**src/core/dsbc_params.svh**
```systemverilog
// offsets, field positions, reset values and timing counts of the dds sync block
`ifndef DSBC_PARAMS_SVH
`define DSBC_PARAMS_SVH

`define DSBC_CLK_MHZ          200
`define DSBC_CLK_PERIOD_NS    5
`define DSBC_WIDTH_UNIT_NS    10
`define DSBC_WIDTH_UNIT_CYC   ((`DSBC_WIDTH_UNIT_NS + `DSBC_CLK_PERIOD_NS - 1) / `DSBC_CLK_PERIOD_NS)
`define DSBC_UPDATE_KHZ       200
`define DSBC_UPDATE_CYC       ((`DSBC_CLK_MHZ * 1000) / `DSBC_UPDATE_KHZ)
`define DSBC_SCLK_MHZ         10
`define DSBC_SCLK_HALF_CYC    (`DSBC_CLK_MHZ / (2 * `DSBC_SCLK_MHZ))
`define DSBC_DEBOUNCE_US      5000
`define DSBC_DEBOUNCE_CYC     (`DSBC_DEBOUNCE_US * `DSBC_CLK_MHZ)

`define DSBC_OFF_SYNC_CTRL    8'h00
`define DSBC_OFF_PHASE_OFF    8'h04
`define DSBC_OFF_PHASE_INC    8'h08
`define DSBC_OFF_MODE         8'h0C
`define DSBC_OFF_STATUS       8'h10
`define DSBC_OFF_PHASE_ACC    8'h14

`define DSBC_BIT_SYNC_IN_EN   31
`define DSBC_BIT_SYNC_OUT_EN  30
`define DSBC_WIDTH_MSB        29

`define DSBC_RST_SYNC_CTRL    32'h0000_0000
`define DSBC_RST_PHASE_OFF    24'h00_0000
`define DSBC_RST_PHASE_INC    24'h00_0000

`define DSBC_BTN_RECONFIG     0
`define DSBC_BTN_CPU_RESET    1
`define DSBC_BTN_FREQ_A       2
`define DSBC_BTN_FREQ_B       3
`define DSBC_BTN_CODING       4

`endif

```
**src/core/dsbc_pkg.sv**
```systemverilog
// types shared by the dds sync and button control block
package dsbc_pkg;

  typedef struct packed {
    logic        psel;
    logic        penable;
    logic        pwrite;
    logic [7:0]  paddr;
    logic [31:0] pwdata;
  } dsbc_apb_req_t;

  typedef enum logic {
    FREQ_SET_LIT,
    FREQ_SET_DARK
  } dsbc_freqset_t;

endpackage

```
**src/core/dsbc_sync_button_ctrl.sv**
```systemverilog
// dds sync in/out, phase accumulator, register slave and front-panel buttons
// Overview of operation
// - enabled sync rise reloads accumulator with offset
// - pulse cycle marker at each new cycle
// - control bit 31 enables sync input
// - control bit 30 enables cycle marker
// - marker width is field times 10ns, min 10ns
// - button A steps eight presets, one LED lit
// - button B steps eight presets, one LED dark
// - coding button inverts coding select pin
// - after board init coding select is high
// - cpu reset button resets processor and board
// - reconfigure button reloads and reinitialises board
// - 24-bit accumulator, frequency is update rate times increment over 2^24
// - standalone updates at 200kHz, serial clock 10MHz
//
// Decided for this implementation: the address map and the APB interface to the registers.
`timescale 1ns/10ps
`include "dsbc_params.svh"
module dsbc_sync_button_ctrl #(
  parameter int DEBOUNCE_CYC = `DSBC_DEBOUNCE_CYC,
  parameter int UPDATE_CYC   = `DSBC_UPDATE_CYC
) (
  // clock and reset
  input  wire logic                  mclk,
  input  wire logic                  reset_n,
  // apb slave
  input  dsbc_pkg::dsbc_apb_req_t    apbReq,
  output logic                       pready,
  output logic [31:0]                prdata,
  output logic                       pslverr,
  // sync pins
  input  wire logic                  syncIn,
  output logic                       syncOut,
  // front panel, buttons active high while pressed
  input  wire logic [4:0]            buttons,
  output logic [7:0]                 frequencyIndicatorLeds,
  output logic                       codingSelectPin,
  output logic                       reconfigureReq,
  output logic                       cpuResetReq,
  // dds to dac path
  output logic                       dacUpdate,
  output logic                       serialClk,
  output logic [23:0]                ddsPhase
);
  //----------------------------------------------------------------
  // lookup functions
  //----------------------------------------------------------------
  function automatic logic [23:0] presetInc(input dsbc_pkg::dsbc_freqset_t s,
                                            input logic [2:0] i);
    logic [23:0] v;
    v = 24'h00_0000;
    if (s == dsbc_pkg::FREQ_SET_DARK) begin
      v = 24'h10_0000 >> (2 * i);
    end else begin
      unique case (i)
        3'd0: v = 24'h08_0000;
        3'd1: v = 24'h04_0000;
        3'd2: v = 24'h02_0000;
        3'd3: v = 24'h01_4800;
        3'd4: v = 24'h00_8300;
        3'd5: v = 24'h0C_CD00;
        3'd6: v = 24'h01_0000;
        3'd7: v = 24'h00_0100;
      endcase
    end
    return v;
  endfunction

  function automatic logic [7:0] ledPattern(input dsbc_pkg::dsbc_freqset_t s,
                                            input logic [2:0] i);
    logic [7:0] oneHot;
    oneHot = 8'h01 << i;
    return (s == dsbc_pkg::FREQ_SET_DARK) ? ~oneHot : oneHot;
  endfunction

  function automatic logic [31:0] widthCycles(input logic [29:0] field);
    logic [31:0] units;
    units = (field == 30'h0000_0000) ? 32'h0000_0001 : {2'b00, field};
    return 32'(units * `DSBC_WIDTH_UNIT_CYC);
  endfunction

  //----------------------------------------------------------------
  // declarations
  //----------------------------------------------------------------
  logic [31:0]             syncCtrl_r;
  logic [23:0]             phaseOffset_r;
  logic [23:0]             phaseIncReg_r;
  logic                    guiMode_r;
  logic [4:0]              btnRelease;
  logic                    boardInit;
  logic                    syncMeta_r;
  logic                    syncStable_r;
  logic                    syncPrev_r;
  logic                    syncRise;
  logic                    restart;
  dsbc_pkg::dsbc_freqset_t freqSet_r;
  logic [2:0]              freqIdx_r;
  logic [15:0]             updCnt_r;
  logic                    updTick;
  logic [23:0]             activeInc;
  logic [24:0]             accSum;
  logic                    cycleEvt;
  logic [31:0]             pulseCnt_r;
  logic [31:0]             pulseCnt_nxt;
  logic [7:0]              sclkCnt_r;
  logic                    setupPh;
  logic                    wrEn;
  logic [31:0]             readMux;
  logic                    addrHit;

  //----------------------------------------------------------------
  // buttons
  //----------------------------------------------------------------
  for (genvar b = 0; b < 5; b++) begin : g_btn
    dsbc_debounce #(
      .CYCLES(DEBOUNCE_CYC)
    ) u_deb (
      .mclk        (mclk),
      .reset_n     (reset_n),
      .rawIn       (buttons[b]),
      .releasePulse(btnRelease[b])
    );
  end

  // either panel reset reinitialises the registers, panel state and accumulator, but not the update and serial clock counters
  assign boardInit = btnRelease[`DSBC_BTN_RECONFIG] | btnRelease[`DSBC_BTN_CPU_RESET];

  always_ff @(posedge mclk) begin
    if (!reset_n) begin
      reconfigureReq <= 1'b0;
      cpuResetReq    <= 1'b0;
    end else begin
      reconfigureReq <= btnRelease[`DSBC_BTN_RECONFIG];
      cpuResetReq    <= btnRelease[`DSBC_BTN_CPU_RESET];
    end
  end

  always_ff @(posedge mclk) begin
    if (!reset_n || boardInit) begin
      codingSelectPin <= 1'b1;
    end else if (btnRelease[`DSBC_BTN_CODING]) begin
      codingSelectPin <= ~codingSelectPin;
    end
  end

  // switching set restarts at the first preset of that set
  always_ff @(posedge mclk) begin
    if (!reset_n || boardInit) begin
      freqSet_r <= dsbc_pkg::FREQ_SET_LIT;
      freqIdx_r <= 3'd0;
    end else if (btnRelease[`DSBC_BTN_FREQ_A]) begin
      freqSet_r <= dsbc_pkg::FREQ_SET_LIT;
      freqIdx_r <= (freqSet_r == dsbc_pkg::FREQ_SET_LIT) ? freqIdx_r + 3'd1 : 3'd0;
    end else if (btnRelease[`DSBC_BTN_FREQ_B]) begin
      freqSet_r <= dsbc_pkg::FREQ_SET_DARK;
      freqIdx_r <= (freqSet_r == dsbc_pkg::FREQ_SET_DARK) ? freqIdx_r + 3'd1 : 3'd0;
    end
  end

  always_ff @(posedge mclk) begin
    if (!reset_n) begin
      frequencyIndicatorLeds <= 8'h01;
    end else begin
      frequencyIndicatorLeds <= ledPattern(freqSet_r, freqIdx_r);
    end
  end

  //----------------------------------------------------------------
  // apb slave, zero wait states
  //----------------------------------------------------------------
  assign setupPh = apbReq.psel & ~apbReq.penable;
  assign wrEn    = apbReq.psel & apbReq.penable & pready & apbReq.pwrite;

  always_comb begin
    addrHit = 1'b1;
    readMux = 32'h0000_0000;
    unique case (apbReq.paddr)
      `DSBC_OFF_SYNC_CTRL: readMux = syncCtrl_r;
      `DSBC_OFF_PHASE_OFF: readMux = {8'h00, phaseOffset_r};
      `DSBC_OFF_PHASE_INC: readMux = {8'h00, phaseIncReg_r};
      `DSBC_OFF_MODE:      readMux = {31'h0000_0000, guiMode_r};
      `DSBC_OFF_STATUS:    readMux = {18'h0_0000, syncOut, codingSelectPin, freqSet_r,
                                      freqIdx_r, frequencyIndicatorLeds};
      `DSBC_OFF_PHASE_ACC: readMux = {8'h00, ddsPhase};
      default:             addrHit = 1'b0;
    endcase
  end

  always_ff @(posedge mclk) begin
    if (!reset_n) begin
      pready  <= 1'b0;
      prdata  <= 32'h0000_0000;
      pslverr <= 1'b0;
    end else begin
      pready  <= setupPh;
      pslverr <= setupPh & ~addrHit;
      prdata  <= (setupPh & ~apbReq.pwrite) ? readMux : 32'h0000_0000;
    end
  end

  // writes to the status words are ignored; soft reset wins over a write
  always_ff @(posedge mclk) begin
    if (!reset_n || boardInit) begin
      syncCtrl_r    <= `DSBC_RST_SYNC_CTRL;
      phaseOffset_r <= `DSBC_RST_PHASE_OFF;
      phaseIncReg_r <= `DSBC_RST_PHASE_INC;
      guiMode_r     <= 1'b0;
    end else if (wrEn) begin
      unique case (apbReq.paddr)
        `DSBC_OFF_SYNC_CTRL: syncCtrl_r    <= apbReq.pwdata;
        `DSBC_OFF_PHASE_OFF: phaseOffset_r <= apbReq.pwdata[23:0];
        `DSBC_OFF_PHASE_INC: phaseIncReg_r <= apbReq.pwdata[23:0];
        `DSBC_OFF_MODE:      guiMode_r     <= apbReq.pwdata[0];
        default: ;
      endcase
    end
  end

  //----------------------------------------------------------------
  // sync input edge
  //----------------------------------------------------------------
  always_ff @(posedge mclk) begin
    if (!reset_n) begin
      syncMeta_r   <= 1'b0;
      syncStable_r <= 1'b0;
      syncPrev_r   <= 1'b0;
    end else begin
      syncMeta_r   <= syncIn;
      syncStable_r <= syncMeta_r;
      syncPrev_r   <= syncStable_r;
    end
  end

  assign syncRise = syncStable_r & ~syncPrev_r;
  assign restart  = syncRise & syncCtrl_r[`DSBC_BIT_SYNC_IN_EN];

  //----------------------------------------------------------------
  // dds timing and accumulator
  //----------------------------------------------------------------
  assign updTick = (updCnt_r == 16'(UPDATE_CYC - 1));

  // restart also realigns the update grid to the sync edge
  always_ff @(posedge mclk) begin
    if (!reset_n || updTick || restart) begin
      updCnt_r <= 16'h0000;
    end else begin
      updCnt_r <= updCnt_r + 16'h0001;
    end
  end

  always_ff @(posedge mclk) begin
    if (!reset_n) begin
      dacUpdate <= 1'b0;
      sclkCnt_r <= 8'h00;
      serialClk <= 1'b0;
    end else begin
      dacUpdate <= updTick & ~restart;
      if (sclkCnt_r == 8'(`DSBC_SCLK_HALF_CYC - 1)) begin
        sclkCnt_r <= 8'h00;
        serialClk <= ~serialClk;
      end else begin
        sclkCnt_r <= sclkCnt_r + 8'h01;
      end
    end
  end

  assign activeInc = guiMode_r ? phaseIncReg_r : presetInc(freqSet_r, freqIdx_r);
  assign accSum    = {1'b0, ddsPhase} + {1'b0, activeInc};
  assign cycleEvt  = restart | (updTick & accSum[24]);

  always_ff @(posedge mclk) begin
    if (!reset_n || boardInit) begin
      ddsPhase <= 24'h00_0000;
    end else if (restart) begin
      ddsPhase <= phaseOffset_r;
    end else if (updTick) begin
      ddsPhase <= accSum[23:0];
    end
  end

  //----------------------------------------------------------------
  // cycle marker
  //----------------------------------------------------------------
  // a new cycle inside a running pulse restarts the full width
  always_comb begin
    pulseCnt_nxt = 32'h0000_0000;
    if (!syncCtrl_r[`DSBC_BIT_SYNC_OUT_EN]) begin
      pulseCnt_nxt = 32'h0000_0000;
    end else if (cycleEvt) begin
      pulseCnt_nxt = widthCycles(syncCtrl_r[`DSBC_WIDTH_MSB:0]);
    end else if (pulseCnt_r != 32'h0000_0000) begin
      pulseCnt_nxt = pulseCnt_r - 32'h0000_0001;
    end
  end

  always_ff @(posedge mclk) begin
    if (!reset_n) begin
      pulseCnt_r <= 32'h0000_0000;
      syncOut    <= 1'b0;
    end else begin
      pulseCnt_r <= pulseCnt_nxt;
      syncOut    <= (pulseCnt_nxt != 32'h0000_0000);
    end
  end
endmodule // dsbc_sync_button_ctrl

```
**src/core/dsbc_debounce.sv**
```systemverilog
// button synchroniser and debouncer giving one pulse per release
`timescale 1ns/10ps
module dsbc_debounce #(
  parameter int CYCLES = 1000
) (
  // clock and reset
  input  wire logic mclk,
  input  wire logic reset_n,
  // button
  input  wire logic rawIn,
  output logic      releasePulse
);
  localparam int CW = $clog2(CYCLES + 1);

  logic          meta_r;
  logic          syncd_r;
  logic          stable_r;
  logic [CW-1:0] cnt_r;
  logic          settle;

  assign settle = (cnt_r == CW'(CYCLES - 1));

  always_ff @(posedge mclk) begin
    if (!reset_n) begin
      meta_r  <= 1'b0;
      syncd_r <= 1'b0;
    end else begin
      meta_r  <= rawIn;
      syncd_r <= meta_r;
    end
  end

  // level must hold for CYCLES before it is believed
  always_ff @(posedge mclk) begin
    if (!reset_n) begin
      stable_r     <= 1'b0;
      cnt_r        <= '0;
      releasePulse <= 1'b0;
    end else begin
      releasePulse <= 1'b0;
      if (syncd_r == stable_r) begin
        cnt_r <= '0;
      end else if (settle) begin
        cnt_r        <= '0;
        stable_r     <= syncd_r;
        releasePulse <= stable_r;
      end else begin
        cnt_r <= cnt_r + 1'b1;
      end
    end
  end
endmodule // dsbc_debounce

```
**config.mk**
```make
export PLATFORM = sky130hd
export DESIGN_NAME = dsbc_sync_button_ctrl
export DESIGN_NICKNAME = d
export VERILOG_FILES = /design/src/core/dsbc_pkg.sv /design/src/core/dsbc_sync_button_ctrl.sv /design/src/core/dsbc_debounce.sv
export VERILOG_INCLUDE_DIRS = /design/src /design/src/core
export SDC_FILE = /design/constraint.sdc
export NUM_CORES = 1
export LEC_CHECK = 0
export BUFFER_PORTS_ARGS = -buffer_cell sky130_fd_sc_hd__buf_4
export CAP_MARGIN = 20
export CORE_UTILIZATION = 24
export CTS_CLUSTER_SIZE = 24
export DETAILED_ROUTE_END_ITERATION = 8
export PLACE_DENSITY = 0.42
export SYNTH_ARGS = -nofsm -noshare
export SYNTH_HDL_FRONTEND = slang
export SYNTH_SLANG_ARGS = --single-unit
```
**constraint.sdc**
```tcl
create_clock -name mclk -period 6.3 [get_ports mclk]
set_clock_uncertainty 0.15 [all_clocks]
set_input_delay 0.63 -clock mclk [delete_from_list [all_inputs] [get_ports mclk]]
set_output_delay 0.63 -clock mclk [all_outputs]
set_load 0.02 [all_outputs]
```
==> results by group <==
Layout
  – Register Area: 0.006907 mm²
  – Layout overhead on the synthesized area: 19.75%
  – Final net count: 2093
  – Share of post-route cells with drive strength above 1: 0.1162
  – Multi-input logic area: 0.008472 mm²
  – Commonest non-fill, non-tap cell in the layout: dfxtp_1
  – Fill cells: 6963
  – Commonest cells after routing, fill and taps aside: 345 x dfxtp_1, 280 x nor2_1, 257 x nand2_1, 159 x a21oi_1, 136 x buf_4

Global routing
  – Global-route wire length before repair: 77760 µm
  – Largest net degree at the start of global routing: 53
  – Total congestion overflow: 0
  – Vias in the first global route: 12900
  – Initial antenna violation count: 8
  – GR Util All Layers: 0.1507

CTS
  – Cts bufs inserted: 42
  – Hold-fix buffers, CTS: 0
  – CTS tree: yes
  – Post-CTS Resized: 0
  – Clock Latency Late Sink: 570 ps
  – Clk buf depth: 3
  – Root buffer cell: clkbuf_16
  – H-Tree Depth: 2
  – Post-CTS Setup Inserts: 0
  – Clock-pin slew on the worst setup and hold paths: 60 ps
  – Sinks on Clock Net: 345

Yosys
  – Post-Syn Area: 0.01584 mm²
  – Yosys reg bits: 345
  – Ys async rst share: 0
  – EDFF count, synth: 0
  – Fraction of the yosys area taken by sequential cells: 0.4361
  – Synth Net Count: 2007
  – Syn Inst Count: 1912
  – Synth Flop Type: dfxtp_1
  – Ys Warns: 0
  – Synth cell types: 71
  – Avg Synthesized Cell Area: 8.283 µm²

STA
  – Final setup fails: 0
  – Max Fclk: 208.5 MHz
  – Hold Fails Final Rpt: 0
  – Worst slew pin tran: 1138 ps
  – Fin crit period: 4797 ps
  – Max Transition Viols Final: 0
  – Setup TNS: 0 ps
  – Slew margin rel.: 0.2415
  – Final WS setup: 1503 ps
  – RSZ-0062 raised after global routing: false
  – Period utilization: 0.7614

Placed design
  – GP Congestion: 0.8720
  – Dpl hpwl: 37390 µm
  – Dpl ws: 1483 ps
  – Port Buffer Count: 122

Detailed routing
  – Via density: 4.678
  – Routed vias: 13500
  – Post-route ant nets: 0
  – DRC violation total after the first TritonRoute iteration: 985
  – DRC: 0
  – First-pass DRT Iterations: 5
  – Routed wire length: 51430 µm
  – DR WL/cell: 17.82 µm

Worst setup path
  – Crit path kind: reg -> reg
  – Worst Path Max Fanout: 31
  – Worst Setup Start Kind: flip-flop
  – Most used cell, CP: o21ai_0
  – CP max stage delay: 860 ps
  – Worst Path Arrival: 5090 ps
  – FF-to-FF Start: freqSet_r
  – Critical Path Source: freqSet_r
  – Worst Setup End Kind: flip-flop
  – Critical path cell sequence: mux2i_1 > o21ai_0 > ha_1 > nand4_1 > nor4_1 > o21ai_0 > o31ai_1 > o211ai_1 > nand2_2 > mux2_2 > o41ai_1 > a41oi_1
  – FF-to-FF path depth: 12
  – Slowest CP cell: dfxtp_1
  – Worst EP required: 6590 ps

Floorplan
  – Number of I/O pins: 123
  – Die width: 258.9 µm
  – Die footprint: 0.06702 mm²
  – Core box area: 0.06481 mm²
  – Die height: 258.9 µm
  – Cell Rows: 93
  – Starting Density: 0.2444

Power
  – Peak supply drop: 0.1624 mV
  – PD cells: 248.7 mW/mm²
  – Leakage power: 6.873 nW

Hold path
  – Hold path cells: 2
  – Worst min-delay path class: in -> reg
  – Hold path start: apbReq[40]

Status
  – Status: finished clean

Flow run
  – Max cap viols: 0
[where the power goes]
| part | total [mW] | switching [mW] | internal, mW |
|---|---|---|---|
| sequential | 2.20 | 0.00622 | 2.19 |
| clock | 2.42 | 0.986 | 1.44 |
| combinational | 0.0976 | 0.0625 | 0.0351 |
[cell usage after synthesis, types with 4 or more instances]
cell      instances  area share
nand4_1          22      0.0087
and4b_1           4      0.0025
ha_1             43       0.034
nand2b_1          7      0.0028
dfxtp_1         345        0.44
nor3b_1           6      0.0028
nand2_1         258       0.061
nor2_1          280       0.066
a221oi_1         11      0.0061
buf_2            10      0.0032
xnor2_1          80       0.044
nand3_1          77       0.024
nor2b_1          12      0.0047
nor4b_1           9      0.0050
a211oi_1          9      0.0043
a22o_1            5      0.0028
clkbuf_1         84       0.020
and3_1           41       0.016
a21oi_1         159       0.050
inv_1            27      0.0064
a31oi_1           6      0.0024
a22oi_1          27       0.013
and2_1           43       0.017
or3_1            19      0.0075
nor4_1           24      0.0095
mux2i_1          25       0.016
nor3_1           46       0.015
a21o_1            9      0.0043
o21ai_0          51       0.016
mux2_2           14       0.010
xor2_1           79       0.044
o211ai_1         12      0.0057
[stage by stage]
stage	util	hold WS (ps)	total power [mW]	area, µm²	cells
after floorplan	-	261.9	2.285	15840	1912
after global placement	0.2712	269.4	2.343	17570	2808
after detailed placement	0.2712	274.8	2.344	17570	2808
after CTS	0.2924	60.95	4.801	18950	2885
after global routing	0.2926	94.49	4.904	18960	2886
final	0.2926	93.39	4.718	18970	2887
[flip-flops by register name, indices dropped and copies added, names as in the netlist, 3 cells and up, named ones only]
| name | flops |
|---|---|
| freqIdx_r | 3 |
| phaseIncReg_r | 24 |
| g_btn.u_deb.syncd_r | 5 |
| updCnt_r | 16 |
| g_btn.u_deb.meta_r | 5 |
| phaseOffset_r | 24 |
| g_btn.u_deb.releasePulse | 5 |
| ddsPhase | 24 |
| syncCtrl_r | 32 |
| g_btn.u_deb.stable_r | 5 |
| g_btn.u_deb.cnt_r | 100 |
| frequencyIndicatorLeds | 8 |
| sclkCnt_r | 8 |
| prdata | 32 |
| pulseCnt_r | 32 |
[critical path, delay by kind of cell, from the launching register on]
kind                     cells  cell delay, ps
multiplexers                 2             820
adder cells (fa/ha/maj)      1             410
AND/OR/NAND/NOR              3            1150
AO/OA/AOI/OAI                6            1280
flip-flops                   1             860
[layer usage]
layer	share of wire	wire length, µm	up-vias	global-route usage
li1	-	-	6761	-
met1	0.49	24970	6329	0.2101
met2	0.43	22210	317	0.2301
met3	0.058	2981	83	0.03179
met4	0.023	1171	14	0.04750
met5	0.0019	99	-	0
[cells by family (layout without fill, tap and decap cells)]
kind of cell / Yosys count / in the layout / share of synthesized area
AND/OR/NAND/NOR: 875 / 875 / 0.2590
flip-flops: 345 / 345 / 0.4361
AO/OA/AOI/OAI: 326 / 326 / 0.1246
XOR/XNOR: 159 / 159 / 0.08793
buffers and inverters: 123 / 242 / 0.02994
adder cells (fa/ha/maj): 44 / 44 / 0.03523
multiplexers: 40 / 40 / 0.02718
other: 0 / 1 / 0
[path summary, 6_finish.rpt]
path | end | slack, ps
setup reg to reg | syncOut | 1500
hold reg to reg | g_btn[2].u_deb.syncd_r | 280
hold / removal | prdata[0] | 90
setup / recovery | syncOut | 1500
[layout make-up]
type / instances / share of cell area
multi-input combinational: 1444 / 0.4467
inverter: 28 / 0.005542
sequential: 345 / 0.3642
timing repair buffer: 137 / 0.05462
antenna: 1 / 0.0001319
clock buffer: 65 / 0.06531
clock inverter: 12 / 0.007125
tap: 855 / 0.05641
(Power assumes the default switching activity.)
